File: config.mk
export PLATFORM = sky130hd
export DESIGN_NAME = sdram_cmd_ctl
export DESIGN_NICKNAME = d
export VERILOG_FILES = /design/src/pkg/sdram_ctl_pkg.sv /design/src/pkg/ref_req_if.sv /design/src/hw/refresh_timer.sv /design/src/hw/op_decoder.sv /design/src/hw/sdram_cmd_ctl.sv
export SDC_FILE = /design/constraint.sdc
export NUM_CORES = 1
export LEC_CHECK = 0
export BUFFER_PORTS_ARGS = -buffer_cell sky130_fd_sc_hd__buf_2
export CAP_MARGIN = 20
export CORE_ASPECT_RATIO = 1.2
export CORE_MARGIN = 2
export CORE_UTILIZATION = 45
export DETAILED_ROUTE_END_ITERATION = 12
export GPL_ROUTABILITY_DRIVEN = 0
export HOLD_SLACK_MARGIN = 0.08
export PLACE_DENSITY = 0.67
export SYNTH_ARGS = -nofsm -noshare
export SYNTH_HDL_FRONTEND = slang
export SYNTH_SLANG_ARGS = --single-unit
File: constraint.sdc
create_clock -name sys_clk -period 2.8 [get_ports sys_clk]
set_input_delay 0.42 -clock sys_clk [delete_from_list [all_inputs] [get_ports sys_clk]]
set_output_delay 0.42 -clock sys_clk [all_outputs]
set_load 0.01 [all_outputs]
File: src/pkg/sdram_ctl_pkg.sv
// constants and types for the sdram command and refresh controller
// How it works
// - another bank may be commanded during auto precharge without cutting its data
// - after auto precharge no command to that bank until trp elapses
// - never terminate write bursts or auto-precharge read bursts; the code blocks burst stop only after an auto-precharge read
// - commands encoded on cs ras cas we; cs high means nop
// - cke high for every command except self refresh entry
// - load mode: a0-12 op-code, bank 0 mode register, bank 1 extended
// - read and write: a0-8 column, bank inputs bank, a10 auto precharge
// - active: a0-12 row, bank inputs choose one of four banks
// - auto refresh issued at average interval of at most 7.8125 us
// - at most eight postponed; gap between refreshes never above 70.3 us
// - cke held high from refresh command until trfc has elapsed
// - dll relocks on exit; 200 cycles before any read
// - clock stable before cke rises, then only nops for txsnr
// - exit: nops for txsnr, dll reset, 200 more nop cycles
// - dll reset is load mode to base mode register, both bank bits low
package sdram_ctl_pkg;
  localparam int CLK_MHZ       = 125;
  localparam int REFI_NS       = 7812;   // 7.8125 us, rounded down
  localparam int REFI_CYC      = REFI_NS * CLK_MHZ / 1000;
  localparam int REFMAX_NS     = 70300;
  localparam int REFMAX_CYC    = REFMAX_NS * CLK_MHZ / 1000;
  localparam int POST_MAX      = 8;
  localparam int TRFC_NS       = 80;
  localparam int TRFC_CYC      = (TRFC_NS * CLK_MHZ + 999) / 1000;
  localparam int TRP_NS        = 20;
  localparam int TRP_CYC       = (TRP_NS * CLK_MHZ + 999) / 1000;
  localparam int TMRD_CYC      = 2;
  localparam int TXSNR_NS      = 75;
  localparam int TXSNR_CYC     = (TXSNR_NS * CLK_MHZ + 999) / 1000;
  localparam int DLL_CYC       = 200;
  localparam int BURST_CYC     = 4;
  localparam int AP_BIT        = 10;
  localparam int ADDR_W        = 13;
  localparam int CNT_W         = 16;
  // software registers (byte addresses)
  localparam logic [3:0] REG_CMD    = 4'h0;
  localparam logic [3:0] REG_ADDR   = 4'h4;
  localparam logic [3:0] REG_STATUS = 4'h8;
  localparam logic [3:0] REG_CTRL   = 4'hc;
  // command codes written to REG_CMD bits 3:0
  typedef enum logic [3:0] {
    OP_NOP, OP_ACT, OP_RD, OP_WR, OP_BST, OP_PRE, OP_LMR, OP_SRE, OP_SRX
  } op_t;
  // pin encoding: ras cas we
  localparam logic [2:0] ENC_NOP = 3'h7;
  localparam logic [2:0] ENC_ACT = 3'h3;
  localparam logic [2:0] ENC_RD  = 3'h5;
  localparam logic [2:0] ENC_WR  = 3'h4;
  localparam logic [2:0] ENC_BST = 3'h6;
  localparam logic [2:0] ENC_PRE = 3'h2;
  localparam logic [2:0] ENC_REF = 3'h1;
  localparam logic [2:0] ENC_LMR = 3'h0;
  localparam logic [1:0] BA_MR   = 2'h0;
  localparam logic [1:0] BA_EMR  = 2'h1;
endpackage

File: src/pkg/ref_req_if.sv
// refresh request handshake between the timer and the sequencer
`timescale 1ns/100ps
interface ref_req_if;
  logic need;
  logic urgent;
  logic done;
  modport timer (output need, output urgent, input done);
  modport seq   (input need, input urgent, output done);
endinterface

File: src/hw/refresh_timer.sv
// refresh interval and postponement tracking
`timescale 1ns/100ps
module refresh_timer
  import sdram_ctl_pkg::*;
(
  input  wire logic sys_clk,
  input  wire logic rst,
  input  wire logic enable,
  ref_req_if.timer  req
);
  import sdram_ctl_pkg::*;
  logic [CNT_W-1:0] tick;
  logic [CNT_W-1:0] next_tick;
  logic [3:0]       owed;
  logic [3:0]       next_owed;
  logic [CNT_W-1:0] gap;
  logic [CNT_W-1:0] next_gap;
  ////////////////////////////////////////////////////////////////
  always_comb begin
    next_tick = tick + 1'b1;
    next_owed = owed;
    next_gap  = (gap == '1) ? gap : gap + 1'b1;
    if (tick == CNT_W'(REFI_CYC - 1)) begin
      next_tick = '0;
      if (enable && owed != 4'(POST_MAX)) begin
        next_owed = owed + 1'b1;
      end
    end
    if (req.done) begin
      next_gap = '0;
      if (next_owed != '0) begin
        next_owed = next_owed - 1'b1;
      end
    end
    if (!enable) begin
      next_gap = '0;
    end
  end
  always_ff @(posedge sys_clk) begin
    if (rst) begin
      tick <= '0;
      owed <= '0;
      gap  <= '0;
    end else begin
      tick <= next_tick;
      owed <= next_owed;
      gap  <= next_gap;
    end
  end
  // urgent once seven refreshes are owed or the absolute gap nears its end
  assign req.need   = owed != '0;
  assign req.urgent = owed >= 4'(POST_MAX - 1) ||
                      gap >= CNT_W'(REFMAX_CYC - REFI_CYC);
endmodule

File: src/hw/op_decoder.sv
// maps a software command onto sdram pin encoding
`timescale 1ns/100ps
module op_decoder
  import sdram_ctl_pkg::*;
(
  input  wire logic [3:0] op,
  output logic      [2:0] enc,
  output logic            cke
);
  import sdram_ctl_pkg::*;
  always_comb begin
    cke = 1'b1;
    unique case (op)
      OP_ACT:  enc = ENC_ACT;
      OP_RD:   enc = ENC_RD;
      OP_WR:   enc = ENC_WR;
      OP_BST:  enc = ENC_BST;
      OP_PRE:  enc = ENC_PRE;
      OP_LMR:  enc = ENC_LMR;
      OP_SRE: begin
        enc = ENC_REF;
        cke = 1'b0;
      end
      default: enc = ENC_NOP;
    endcase
  end
endmodule

File: src/hw/sdram_cmd_ctl.sv
// sdram command sequencer with refresh, self refresh and avalon registers
//
// The register offsets and register access over Avalon-MM were chosen for this implementation.
`timescale 1ns/100ps
module sdram_cmd_ctl
  import sdram_ctl_pkg::*;
(
  input  wire logic        sys_clk,
  input  wire logic        rst,
  input  wire logic [3:0]  avsAddress,
  input  wire logic        avsRead,
  input  wire logic        avsWrite,
  input  wire logic [31:0] avsWriteData,
  output logic      [31:0] avsReadData,
  output logic             avsWaitRequest,
  output logic             memCsN,
  output logic             memRasN,
  output logic             memCasN,
  output logic             memWeN,
  output logic             memCke,
  output logic      [1:0]  memBa,
  output logic      [12:0] memAddr,
  output logic      [7:0]  memDm
);
  import sdram_ctl_pkg::*;

  typedef enum {ST_IDLE, ST_WAIT, ST_REF, ST_SELF, ST_XSNR, ST_DLL, ST_DLLWAIT} state_t;

  ref_req_if rq ();

  state_t           state;
  state_t           next_state;
  logic [CNT_W-1:0] waitCnt;
  logic [CNT_W-1:0] next_wait;
  logic [CNT_W-1:0] readHold;
  logic [CNT_W-1:0] next_readHold;
  logic [3:0]       bankBusy;
  logic [3:0]       next_bankBusy;
  logic [3:0]       apPending;
  logic [3:0]       next_apPending;
  logic             lastRdAp;
  logic             next_lastRdAp;
  logic [3:0]       pendOp;
  logic [3:0]       next_pendOp;
  logic             pendValid;
  logic             next_pendValid;
  logic [1:0]       pendBa;
  logic [1:0]       next_pendBa;
  logic [12:0]      pendAddr;
  logic [12:0]      next_pendAddr;
  logic [7:0]       dmReg;
  logic [7:0]       next_dmReg;
  logic             refEn;
  logic             next_refEn;
  logic             errFlag;
  logic             next_errFlag;
  logic [31:0]      rdData;
  logic [31:0]      next_rdData;
  logic             ack;
  logic             next_ack;
  logic             csN;
  logic             next_csN;
  logic [2:0]       enc;
  logic [2:0]       next_enc;
  logic             cke;
  logic             next_cke;
  logic [1:0]       ba;
  logic [1:0]       next_ba;
  logic [12:0]      addr;
  logic [12:0]      next_addr;
  logic             refDone;
  logic             next_refDone;
  logic [2:0]       decEnc;
  logic             decCke;
  logic             busReq;
  logic             isRd;
  logic             apBit;

  refresh_timer u_timer (
    .sys_clk (sys_clk),
    .rst     (rst),
    .enable  (refEn),
    .req     (rq.timer)
  );

  op_decoder u_dec (
    .op  (pendOp),
    .enc (decEnc),
    .cke (decCke)
  );

  assign rq.done = refDone;
  assign busReq  = (avsRead || avsWrite) && !ack;
  assign isRd    = pendOp == OP_RD;
  assign apBit   = pendAddr[AP_BIT];

  ////////////////////////////////////////////////////////////////
  // avalon slave: one wait cycle, answer on the second edge
  always_comb begin
    next_ack       = busReq;
    next_rdData    = rdData;
    next_dmReg     = dmReg;
    next_refEn     = refEn;
    next_pendAddr  = pendAddr;
    next_pendBa    = pendBa;
    next_pendOp    = pendOp;
    next_pendValid = pendValid;
    next_errFlag   = errFlag;
    if (busReq && avsWrite) begin
      unique case (avsAddress)
        REG_CMD: begin
          if (!pendValid) begin
            next_pendOp    = avsWriteData[3:0];
            next_pendValid = 1'b1;
          end else begin
            next_errFlag = 1'b1;
          end
        end
        REG_ADDR: begin
          next_pendAddr = avsWriteData[12:0];
          next_pendBa   = avsWriteData[17:16];
        end
        REG_CTRL: begin
          next_refEn = avsWriteData[0];
          next_dmReg = avsWriteData[15:8];
          if (avsWriteData[1]) begin
            next_errFlag = 1'b0;
          end
        end
        default: ;
      endcase
    end
    if (busReq && avsRead) begin
      unique case (avsAddress)
        REG_ADDR:   next_rdData = {14'h0, pendBa, 3'h0, pendAddr};
        REG_STATUS: next_rdData = {16'h0, apPending, bankBusy, 1'b0, errFlag,
                                   rq.need, pendValid, 4'(state)};
        REG_CTRL:   next_rdData = {16'h0, dmReg, 7'h0, refEn};
        default:    next_rdData = 32'h0;
      endcase
    end
    // self refresh entry must free the slot too, or the exit order is refused
    if (state == ST_IDLE && pendValid && (next_state == ST_WAIT || next_state == ST_SELF)) begin
      next_pendValid = 1'b0;
    end
    if (state == ST_SELF && pendValid && pendOp == OP_SRX) begin
      next_pendValid = 1'b0;
    end
    if (state == ST_IDLE && pendValid && (pendOp == OP_NOP || pendOp == OP_SRX ||
        pendOp > OP_SRX)) begin
      next_pendValid = 1'b0;
    end
  end

  ////////////////////////////////////////////////////////////////
  // command sequencer
  always_comb begin
    next_state     = state;
    next_wait      = (waitCnt != '0) ? waitCnt - 1'b1 : waitCnt;
    next_readHold  = (readHold != '0) ? readHold - 1'b1 : readHold;
    next_bankBusy  = bankBusy;
    next_apPending = apPending;
    next_lastRdAp  = lastRdAp;
    next_csN       = 1'b1;
    next_enc       = ENC_NOP;
    next_cke       = cke;
    next_ba        = ba;
    next_addr      = addr;
    next_refDone   = 1'b0;
    for (int b = 0; b < 4; b++) begin
      if (apPending[b] && waitCnt == '0) begin
        next_apPending[b] = 1'b0;
        next_bankBusy[b]  = 1'b0;
      end
    end
    unique case (state)
      ST_IDLE: begin
        next_cke = 1'b1;
        if (rq.urgent || (rq.need && !pendValid)) begin
          if (bankBusy == '0) begin
            next_csN     = 1'b0;
            next_enc     = ENC_REF;
            next_wait    = CNT_W'(TRFC_CYC);
            next_refDone = 1'b1;
            next_state   = ST_REF;
          end
        end else if (pendValid && pendOp != OP_NOP && pendOp <= OP_SRE) begin
          if ((isRd || pendOp == OP_WR || pendOp == OP_ACT || pendOp == OP_PRE) &&
              bankBusy[pendBa]) begin
            next_state = ST_IDLE;
          end else if (isRd && readHold != '0) begin
            next_state = ST_IDLE;
          end else if (pendOp == OP_BST && lastRdAp) begin
            next_state = ST_IDLE;
          end else begin
            next_csN  = 1'b0;
            next_enc  = decEnc;
            next_cke  = decCke;
            next_ba   = pendBa;
            next_addr = pendAddr;
            next_wait = CNT_W'(TMRD_CYC);
            if (isRd || pendOp == OP_WR) begin
              next_lastRdAp = isRd && apBit;
              if (apBit) begin
                next_bankBusy[pendBa]  = 1'b1;
                next_apPending[pendBa] = 1'b1;
                next_wait = CNT_W'(BURST_CYC + TRP_CYC);
              end
            end
            if (pendOp == OP_PRE) begin
              next_wait = CNT_W'(TRP_CYC);
            end
            // shared counter: never shorten a running auto precharge
            if (apPending != '0 && waitCnt > next_wait) begin
              next_wait = waitCnt - 1'b1;
            end
            if (pendOp == OP_SRE) begin
              next_state = ST_SELF;
            end else begin
              next_state = ST_WAIT;
            end
          end
        end
      end
      ST_WAIT: begin
        if (waitCnt == '0 || apPending != '0) begin
          next_state = ST_IDLE;
        end
      end
      ST_REF: begin
        next_cke = 1'b1;
        if (waitCnt == '0) begin
          next_state = ST_IDLE;
        end
      end
      ST_SELF: begin
        next_cke = 1'b0;
        if (pendValid && pendOp == OP_SRX) begin
          next_cke   = 1'b1;
          next_wait  = CNT_W'(TXSNR_CYC);
          next_state = ST_XSNR;
        end
      end
      ST_XSNR: begin
        if (waitCnt == '0) begin
          next_state = ST_DLL;
        end
      end
      ST_DLL: begin
        next_csN      = 1'b0;
        next_enc      = ENC_LMR;
        next_ba       = BA_MR;
        next_addr     = 13'h0100;
        next_wait     = CNT_W'(DLL_CYC);
        next_readHold = CNT_W'(DLL_CYC);
        next_state    = ST_DLLWAIT;
      end
      ST_DLLWAIT: begin
        if (waitCnt == '0) begin
          next_state = ST_IDLE;
        end
      end
    endcase
  end

  ////////////////////////////////////////////////////////////////
  always_ff @(posedge sys_clk) begin
    if (rst) begin
      state     <= ST_IDLE;
      waitCnt   <= '0;
      readHold  <= '0;
      bankBusy  <= '0;
      apPending <= '0;
      lastRdAp  <= 1'b0;
      pendOp    <= '0;
      pendValid <= 1'b0;
      pendBa    <= '0;
      pendAddr  <= '0;
      dmReg     <= '0;
      refEn     <= 1'b0;
      errFlag   <= 1'b0;
      rdData    <= '0;
      ack       <= 1'b0;
      csN       <= 1'b1;
      enc       <= ENC_NOP;
      cke       <= 1'b1;
      ba        <= '0;
      addr      <= '0;
      refDone   <= 1'b0;
    end else begin
      state     <= next_state;
      waitCnt   <= next_wait;
      readHold  <= next_readHold;
      bankBusy  <= next_bankBusy;
      apPending <= next_apPending;
      lastRdAp  <= next_lastRdAp;
      pendOp    <= next_pendOp;
      pendValid <= next_pendValid;
      pendBa    <= next_pendBa;
      pendAddr  <= next_pendAddr;
      dmReg     <= next_dmReg;
      refEn     <= next_refEn;
      errFlag   <= next_errFlag;
      rdData    <= next_rdData;
      ack       <= next_ack;
      csN       <= next_csN;
      enc       <= next_enc;
      cke       <= next_cke;
      ba        <= next_ba;
      addr      <= next_addr;
      refDone   <= next_refDone;
    end
  end

  // pins straight from flops
  assign memCsN         = csN;
  assign memRasN        = enc[2];
  assign memCasN        = enc[1];
  assign memWeN         = enc[0];
  assign memCke         = cke;
  assign memBa          = ba;
  assign memAddr        = addr;
  assign memDm          = dmReg;
  assign avsReadData    = rdData;
  assign avsWaitRequest = !ack;
endmodule

==> results.yml, run 1 <==
status:
  status: "finished clean"
route:
  ant_nets: 0
  wl_mm: 18.6
  vias_per_cell: 5.36
  vias: 6665
  first_pass_iters: 5
  wl_per_cell_microns: 14.9
  drc: 0
  drtIter0Drc: 356
place:
  place_area_sq_um: 8640
  hpwlAfterDp_mm: 13.2
  io_buffers: 72
  dp.cells: 1213
cells_and_area:
  fin_cells: 1244
  final_util_pct: 52.6
  drive_gt1_share_pct: 16.3
  final_area_sq_um: 9200
  nets: 1061
  antenna_cells: 0
  area_growth_pct: 14.8
sta:
  fin_worst_skew_ps: 9.28
  finalSetupViolCount: 0
  finalCriticalPeriod_ps: 2580
  rsz0062_at_grt: "yes"
  hold_violations: 0
  maxSlewViolCount: 0
  max_freq_mhz: 387
  tightest_slew_ps: 637
  period_share_pct: 92.2
  slew_headroom_pct: 57.6
grt:
  grt_remaining_overflow: 0
  grt_pass1_vias: 6165
  grt_pass1_wl_mm: 30.0
  antenna_found_initial: 0
  track_usage_pct: 19.5
  grt_max_degree: 42
clock_network:
  tritoncts: "built"
  insertion_delay_ps: 420
  cts_sinks: 179
  cts.htree.levels: 4
  clockBufferDepth: 2
  root_buffer: "clkbuf_16"
  cts_setup_buffers: 0
  path_clk_slew_ps: 70
  cts_made_buffers: 17
logic_synthesis:
  synth_cell_types: 76
  synthXorXnorAreaFrac_pct: 5.35
  synth_adder_area_share_pct: 1.40
  synth.avg_cell_area_sq_um: 8.57
  async_reset_ff_share_pct: 0
  synth_area_sq_um: 8020
  muxShareOfSynthArea_pct: 3.62
  synth-compound-area-share_pct: 12.8
  synth_edf_count: 0
  ys_warn_count: 0
  synth_cells: 936
  synth_ff_type: "dfxtp_1"
  synth_simple_gate_area_share_pct: 27.5
  yosysSeqAreaShare_pct: 44.7
  synth_top_family_by_area: "simple AND/OR/NAND/NOR gates"
  ys_ff_latch: 179
die:
  rows: 53
  die-area_sq_um: 18900
  die_y_microns: 150
  die_w_microns: 126
  pin_count: 101
  core-area_sq_um: 17500
  start_util_pct: 45.8
setup_path:
  worst-endpoint-arrival_ps: 2950
  path_cells: "inv_1 > ha_1 > nor2b_1 > and2_1 > nor3_2 > mux2i_1 > ha_1 > inv_1 > o31ai_2 > mux2_1 > nor2_1"
  critPathBufInv: 2
  regToRegStartpoint: "u_timer.owed[0]$_SDFF_PP0_"
  start_kind: "flop"
  rr_endpoint: "u_timer.owed[1]$_SDFF_PP0_"
  crit_start: "u_timer.owed[0]$_SDFF_PP0_"
  critPathSlowestCell: "dfxtp_1"
  cp_num_cells: 11
  critPathMaxFanout: 4
  endpoint: "u_timer.owed[1]$_SDFF_PP0_"
  cp.required_ps: 3160
  critPathKind: "reg -> reg"
  critPathCaptureType: "flop"
  reg2regPathDepth: 11
  cp_slowest_stage_delay_ps: 380
  r2r_setup_slack_ps: 220
  crit_family: "simple AND/OR/NAND/NOR gates"
power_and_ir_drop:
  switchingPower_mw: 1.79
  pwr-share-seq_pct: 46.1
  clockPowerShare_pct: 35.7
  peakVddDrop_v: 0.000397
  p_sw_share_pct: 28.9
  p_int_mw: 4.41
  leakage_nw: 3.55
  pwr-share-comb_pct: 18.2
  p_per_area_nw_per_um2: 673
run:
  max_cap_viol_count: 0
worst_hold_path:
  min_path_type: "in -> reg"
  hold_start: "avsWriteData[1]"
## routing by layer
metal  up-vias  GRT usage [%]  share of wire, %
li1       3384              -                 -
met1      3113           25.5                46
met2       147           32.0                48
met3        21           4.37               4.2
met4         0           6.70               1.8
met5         -              0                 0
## sequential cells by signal, summed over array words and instances (netlist names), 2 cells and up
name / count
state: 32
avsReadData: 18
readHold: 16
u_timer.gap: 16
u_timer.tick: 16
waitCnt: 16
memAddr: 13
pendAddr: 13
memDm: 8
apPending: 4
bankBusy: 4
pendOp: 4
u_timer.owed: 4
enc: 3
memBa: 2
pendBa: 2
## cell usage after synthesis (3+ instances only)
master	n	share of area (%)
a211oi_1	4	0.37
a21oi_1	59	3.7
a22o_1	13	1.4
a22oi_1	13	1.2
a31oi_1	8	0.62
and2_1	33	2.6
and3_1	10	0.78
and4_1	4	0.44
buf_2	8	0.50
buf_4	17	1.6
clkbuf_1	34	1.6
dfxtp_1	179	45
ha_1	9	1.4
inv_1	18	0.84
mux2_2	5	0.70
mux2i_1	20	2.5
nand2_1	118	5.5
nand2b_1	8	0.62
nand3_1	28	1.7
nand3b_1	5	0.47
nand4_1	16	1.2
nor2_1	120	5.6
nor2b_1	8	0.62
nor3_1	24	1.5
nor3b_1	3	0.28
nor4_1	19	1.5
nor4_2	3	0.47
o21ai_0	17	1.1
o21ai_1	8	0.50
o21bai_1	3	0.28
o22ai_1	3	0.23
o31ai_1	4	0.37
or3_1	11	0.86
or4_1	5	0.47
xnor2_1	27	2.9
xor2_1	22	2.4
## worst reg2reg max path, stage by stage (launching register included)
cell	delay [ps]
dfxtp_1	380
inv_1	60
ha_1	180
nor2b_1	150
and2_1	210
nor3_2	200
mux2i_1	280
ha_1	240
inv_1	70
o31ai_2	320
mux2_1	350
nor2_1	80
## layout make-up
class	count	area, sq um
Clock buffer	21	470
Clock inverter	10	73.8
Fill cell	1665	8300
Inverter	19	71.3
Multi-Input combinational cell	691	4130
Sequential cell	179	3580
Tap cell	220	275
Timing Repair Buffer	104	601
## how the worst min path moves through the flow
stage | cells after the start | endpoint
floorplan | 1 | u_timer.tick[0]$_SDFF_PP0_
global placement | 1 | u_timer.tick[0]$_SDFF_PP0_
detailed placement | 1 | u_timer.tick[0]$_SDFF_PP0_
CTS | 2 | errFlag$_SDFFE_PP0P_
global route | 2 | errFlag$_SDFFE_PP0P_
finish | 2 | errFlag$_SDFFE_PP0P_
## kinds of logic after synthesis
family | after synthesis
AOI/OAI and AO/OA | 157
xor gates and xnor gates | 49
adders and majority gates | 9
buffers and inverters | 79
DFF | 179
muxes | 27
other | 1
and+or+nand+nor | 435
## power groups by stage
| stage | Clock [mW] | Sequential, mW | Combinational (mW) |
|---|---|---|---|
| 2_1_floorplan | 0 | 2.88 | 0.929 |
| 3_3_place_gp | 0 | 2.91 | 1.11 |
| 3_5_place_dp | 0 | 2.91 | 1.13 |
| 4_1_cts | 2.25 | 2.85 | 1.14 |
| 5_1_grt | 2.36 | 2.88 | 1.29 |
| 6_report | 2.21 | 2.86 | 1.13 |
## timing repair
action / 4_1_cts / 5_1_grt
endpoints found under the setup margin: 0 / 6
gates resized for setup: 0 / 3
hold buffers: 0 / 0
## per-stage QoR
step	power (mW)	setup WS [ps]	hold WS, ps	TNS, ps
2_1_floorplan	3.80	206	413	0
3_3_place_gp	4.02	122	425	0
3_5_place_dp	4.04	63.3	431	0
4_1_cts	6.24	31.5	201	0
5_1_grt	6.53	-45.7	220	-45.7
6_report	6.19	217	223	0
## layout by cell type (no fill, tap or decap), drive strengths merged, types with 14 or more instances in the layout
master and instances:
xnor2 27, conb 14, nor4 24, a21oi 60, nand2 118, o21ai 26, dfxtp 179, mux2i 20
inv 23, nor3 26, clkbuf 21, xor2 22, nor2 122, and2 34, buf 104, nand4 17
nand3 28
Note: power is estimated with default switching activity, not from simulation.
==> run 2, diff against run 1 <==
--- a/config.mk
+++ b/config.mk
@@ -14,6 +14,7 @@
 export GPL_ROUTABILITY_DRIVEN = 0
 export HOLD_SLACK_MARGIN = 0.08
 export PLACE_DENSITY = 0.67
+export RECOVER_POWER = 100
 export SYNTH_ARGS = -nofsm -noshare
 export SYNTH_HDL_FRONTEND = slang
 export SYNTH_SLANG_ARGS = --single-unit
==> run 2 against run 1 <==
The flow now finishes with violations (max-capacitance violations, max-slew violations). Worst hold slack hardly changed. Core utilization is 0.59 points lower. Wire length is 0.69% higher. Clock skew is 0.98 ps higher. First-iteration DRC count is 6.7% higher. Via count is 0.44% higher. Global-route usage stayed put. Final cell count stayed put. Setup slack worse by 6.4 ps. Largest power group unchanged.
==> results.yml, run 2 (same netlist as run 1, synthesis figures left out) <==
status:
  status: "finished, violations left"
  failed_checks: "max-capacitance violations, max-slew violations"
setup_path:
  cp.required_ps: 3170
  critPathCaptureType: "flop"
  reg2regPathDepth: 11
  rr_endpoint: "u_timer.owed[1]$_SDFF_PP0_"
  start_kind: "flop"
  critPathKind: "reg -> reg"
  worst-endpoint-arrival_ps: 2950
  regToRegStartpoint: "u_timer.owed[0]$_SDFF_PP0_"
  r2r_setup_slack_ps: 210
  critPathMaxFanout: 4
sta:
  setup_slack_ps: 211
  finalSetupViolCount: 0
  max_freq_mhz: 386
  hold_violations: 0
  whs_ps: 222
  setup_tns_ps: 0
  maxSlewViolCount: 42
  period_share_pct: 92.5
  fin_worst_skew_ps: 10.3
  finalCriticalPeriod_ps: 2590
  slew_headroom_pct: -18.8
  tightest_slew_ps: 1780
  rsz0062_at_grt: "yes"
clock_network:
  path_clk_slew_ps: 70
  root_buffer: "clkbuf_16"
  cts_sinks: 179
  clockBufferDepth: 2
  insertion_delay_ps: 430
  cts_made_buffers: 17
  cts.htree.levels: 4
  tritoncts: "built"
grt:
  busiest_layer: "met2"
  met3_usage_pct: 4.37
  grt_pass1_wl_mm: 30.0
  grt_max_degree: 42
  antenna_found_initial: 0
  grt_pass1_vias: 6165
  grt_use_met1_pct: 25.5
  track_usage_pct: 19.5
  met2_usage_pct: 32.0
  grt_remaining_overflow: 0
die:
  pin_count: 101
  start_util_pct: 45.8
  rows: 53
  die_y_microns: 150
  die-area_sq_um: 18900
  core-area_sq_um: 17500
  die_w_microns: 126
cells_and_area:
  regMostFlops: "state"
  final_util_pct: 52.0
  fin_cells: 1244
  final_common_cell: "dfxtp_1"
  drive_gt1_share_pct: 11.0
  antenna_cells: 0
  largest_reg_flops: 32
  final_area_sq_um: 9100
  nets: 1061
  area_growth_pct: 13.5
  fill_cells: 1699
  final_cell_mix: "dfxtp_1 (179), nor2_1 (121), nand2_1 (118), a21oi_1 (59), clkbuf_1 (53)"
route:
  wl_per_cell_microns: 15.0
  drtIter0Drc: 380
  drc: 0
  first_pass_iters: 5
  ant_nets: 0
  vias_per_cell: 5.38
  wl_mm: 18.7
  vias: 6694
power_and_ir_drop:
  peakVddDrop_v: 0.000398
  p_per_area_nw_per_um2: 681
  total_power_mw: 6.19
  leakage_nw: 3.32
worst_hold_path:
  min_path_type: "in -> reg"
  hold_start: "avsWriteData[1]"
  hold_end: "errFlag$_SDFFE_PP0P_"
  hold_depth: 2
place:
  dp.cells: 1213
  io_buffers: 72
  place_area_sq_um: 8640
  hpwlAfterDp_mm: 13.2
  place_ws_ps: 63.3
run:
  max_cap_viol_count: 1
## run 2: changes by cell type in the layout (fill, tap and decap cells not counted), sizes merged
cell / previous run / this run
buf: 104 / 49
clkbuf: 21 / 76
## run 2: critical path: stages (launching register included)
cell	delay, ps
dfxtp_1	380
inv_1	60
ha_1	180
nor2b_1	150
and2_1	210
nor3_2	200
mux2i_1	280
ha_1	250
inv_1	70
o31ai_2	320
mux2_1	350
nor2_1	80
## run 2: how the worst max path moves through the flow
stage                               startpoint                         end  cells past startpoint  slack [ps]
floorplan           u_timer.tick[0]$_SDFF_PP0_  u_timer.owed[1]$_SDFF_PP0_                     10         210
global placement    u_timer.owed[0]$_SDFF_PP0_  u_timer.owed[1]$_SDFF_PP0_                     11         120
detailed placement  u_timer.owed[0]$_SDFF_PP0_  u_timer.owed[1]$_SDFF_PP0_                     11          60
CTS                 u_timer.owed[0]$_SDFF_PP0_  u_timer.owed[1]$_SDFF_PP0_                     11          30
global route        u_timer.tick[7]$_SDFF_PP0_  u_timer.owed[1]$_SDFF_PP0_                      9         -50
finish              u_timer.owed[0]$_SDFF_PP0_  u_timer.owed[1]$_SDFF_PP0_                     11         210
## run 2: cell type report
class	instances	area (sq um)	area share, %
clock buffers	21	470	5.17
well taps	220	275	3.02
clock inverters	10	73.8	0.811
repair buffers	104	513	5.64
inverters	19	71.3	0.784
multi-input cells	691	4110	45.2
flip-flops and latches	179	3580	39.4
## run 2: where the power goes
group	switching [mW]	internal, mW	leakage, nW
registers	0.165	2.69	1.45
logic	0.627	0.497	1.60
clock network	1.00	1.21	0.272
total	1.79	4.40	3.32
## run 2: what timing repair did
action | 4_1_cts | 5_1_grt
setup buffers | 0 | 0
hold buffers | 0 | 0
gates resized for setup | 0 | 3
endpoints found under the hold margin | 0 | 0
endpoints found under the setup margin | 0 | 6
## run 2: per-layer routing
| metal | vias to the layer above | wire, microns |
|---|---|---|
| li1 | 3381 | - |
| met1 | 3152 | 8690 |
| met2 | 140 | 8910 |
| met3 | 21 | 752 |
| met4 | 0 | 328 |
| met5 | - | 0 |
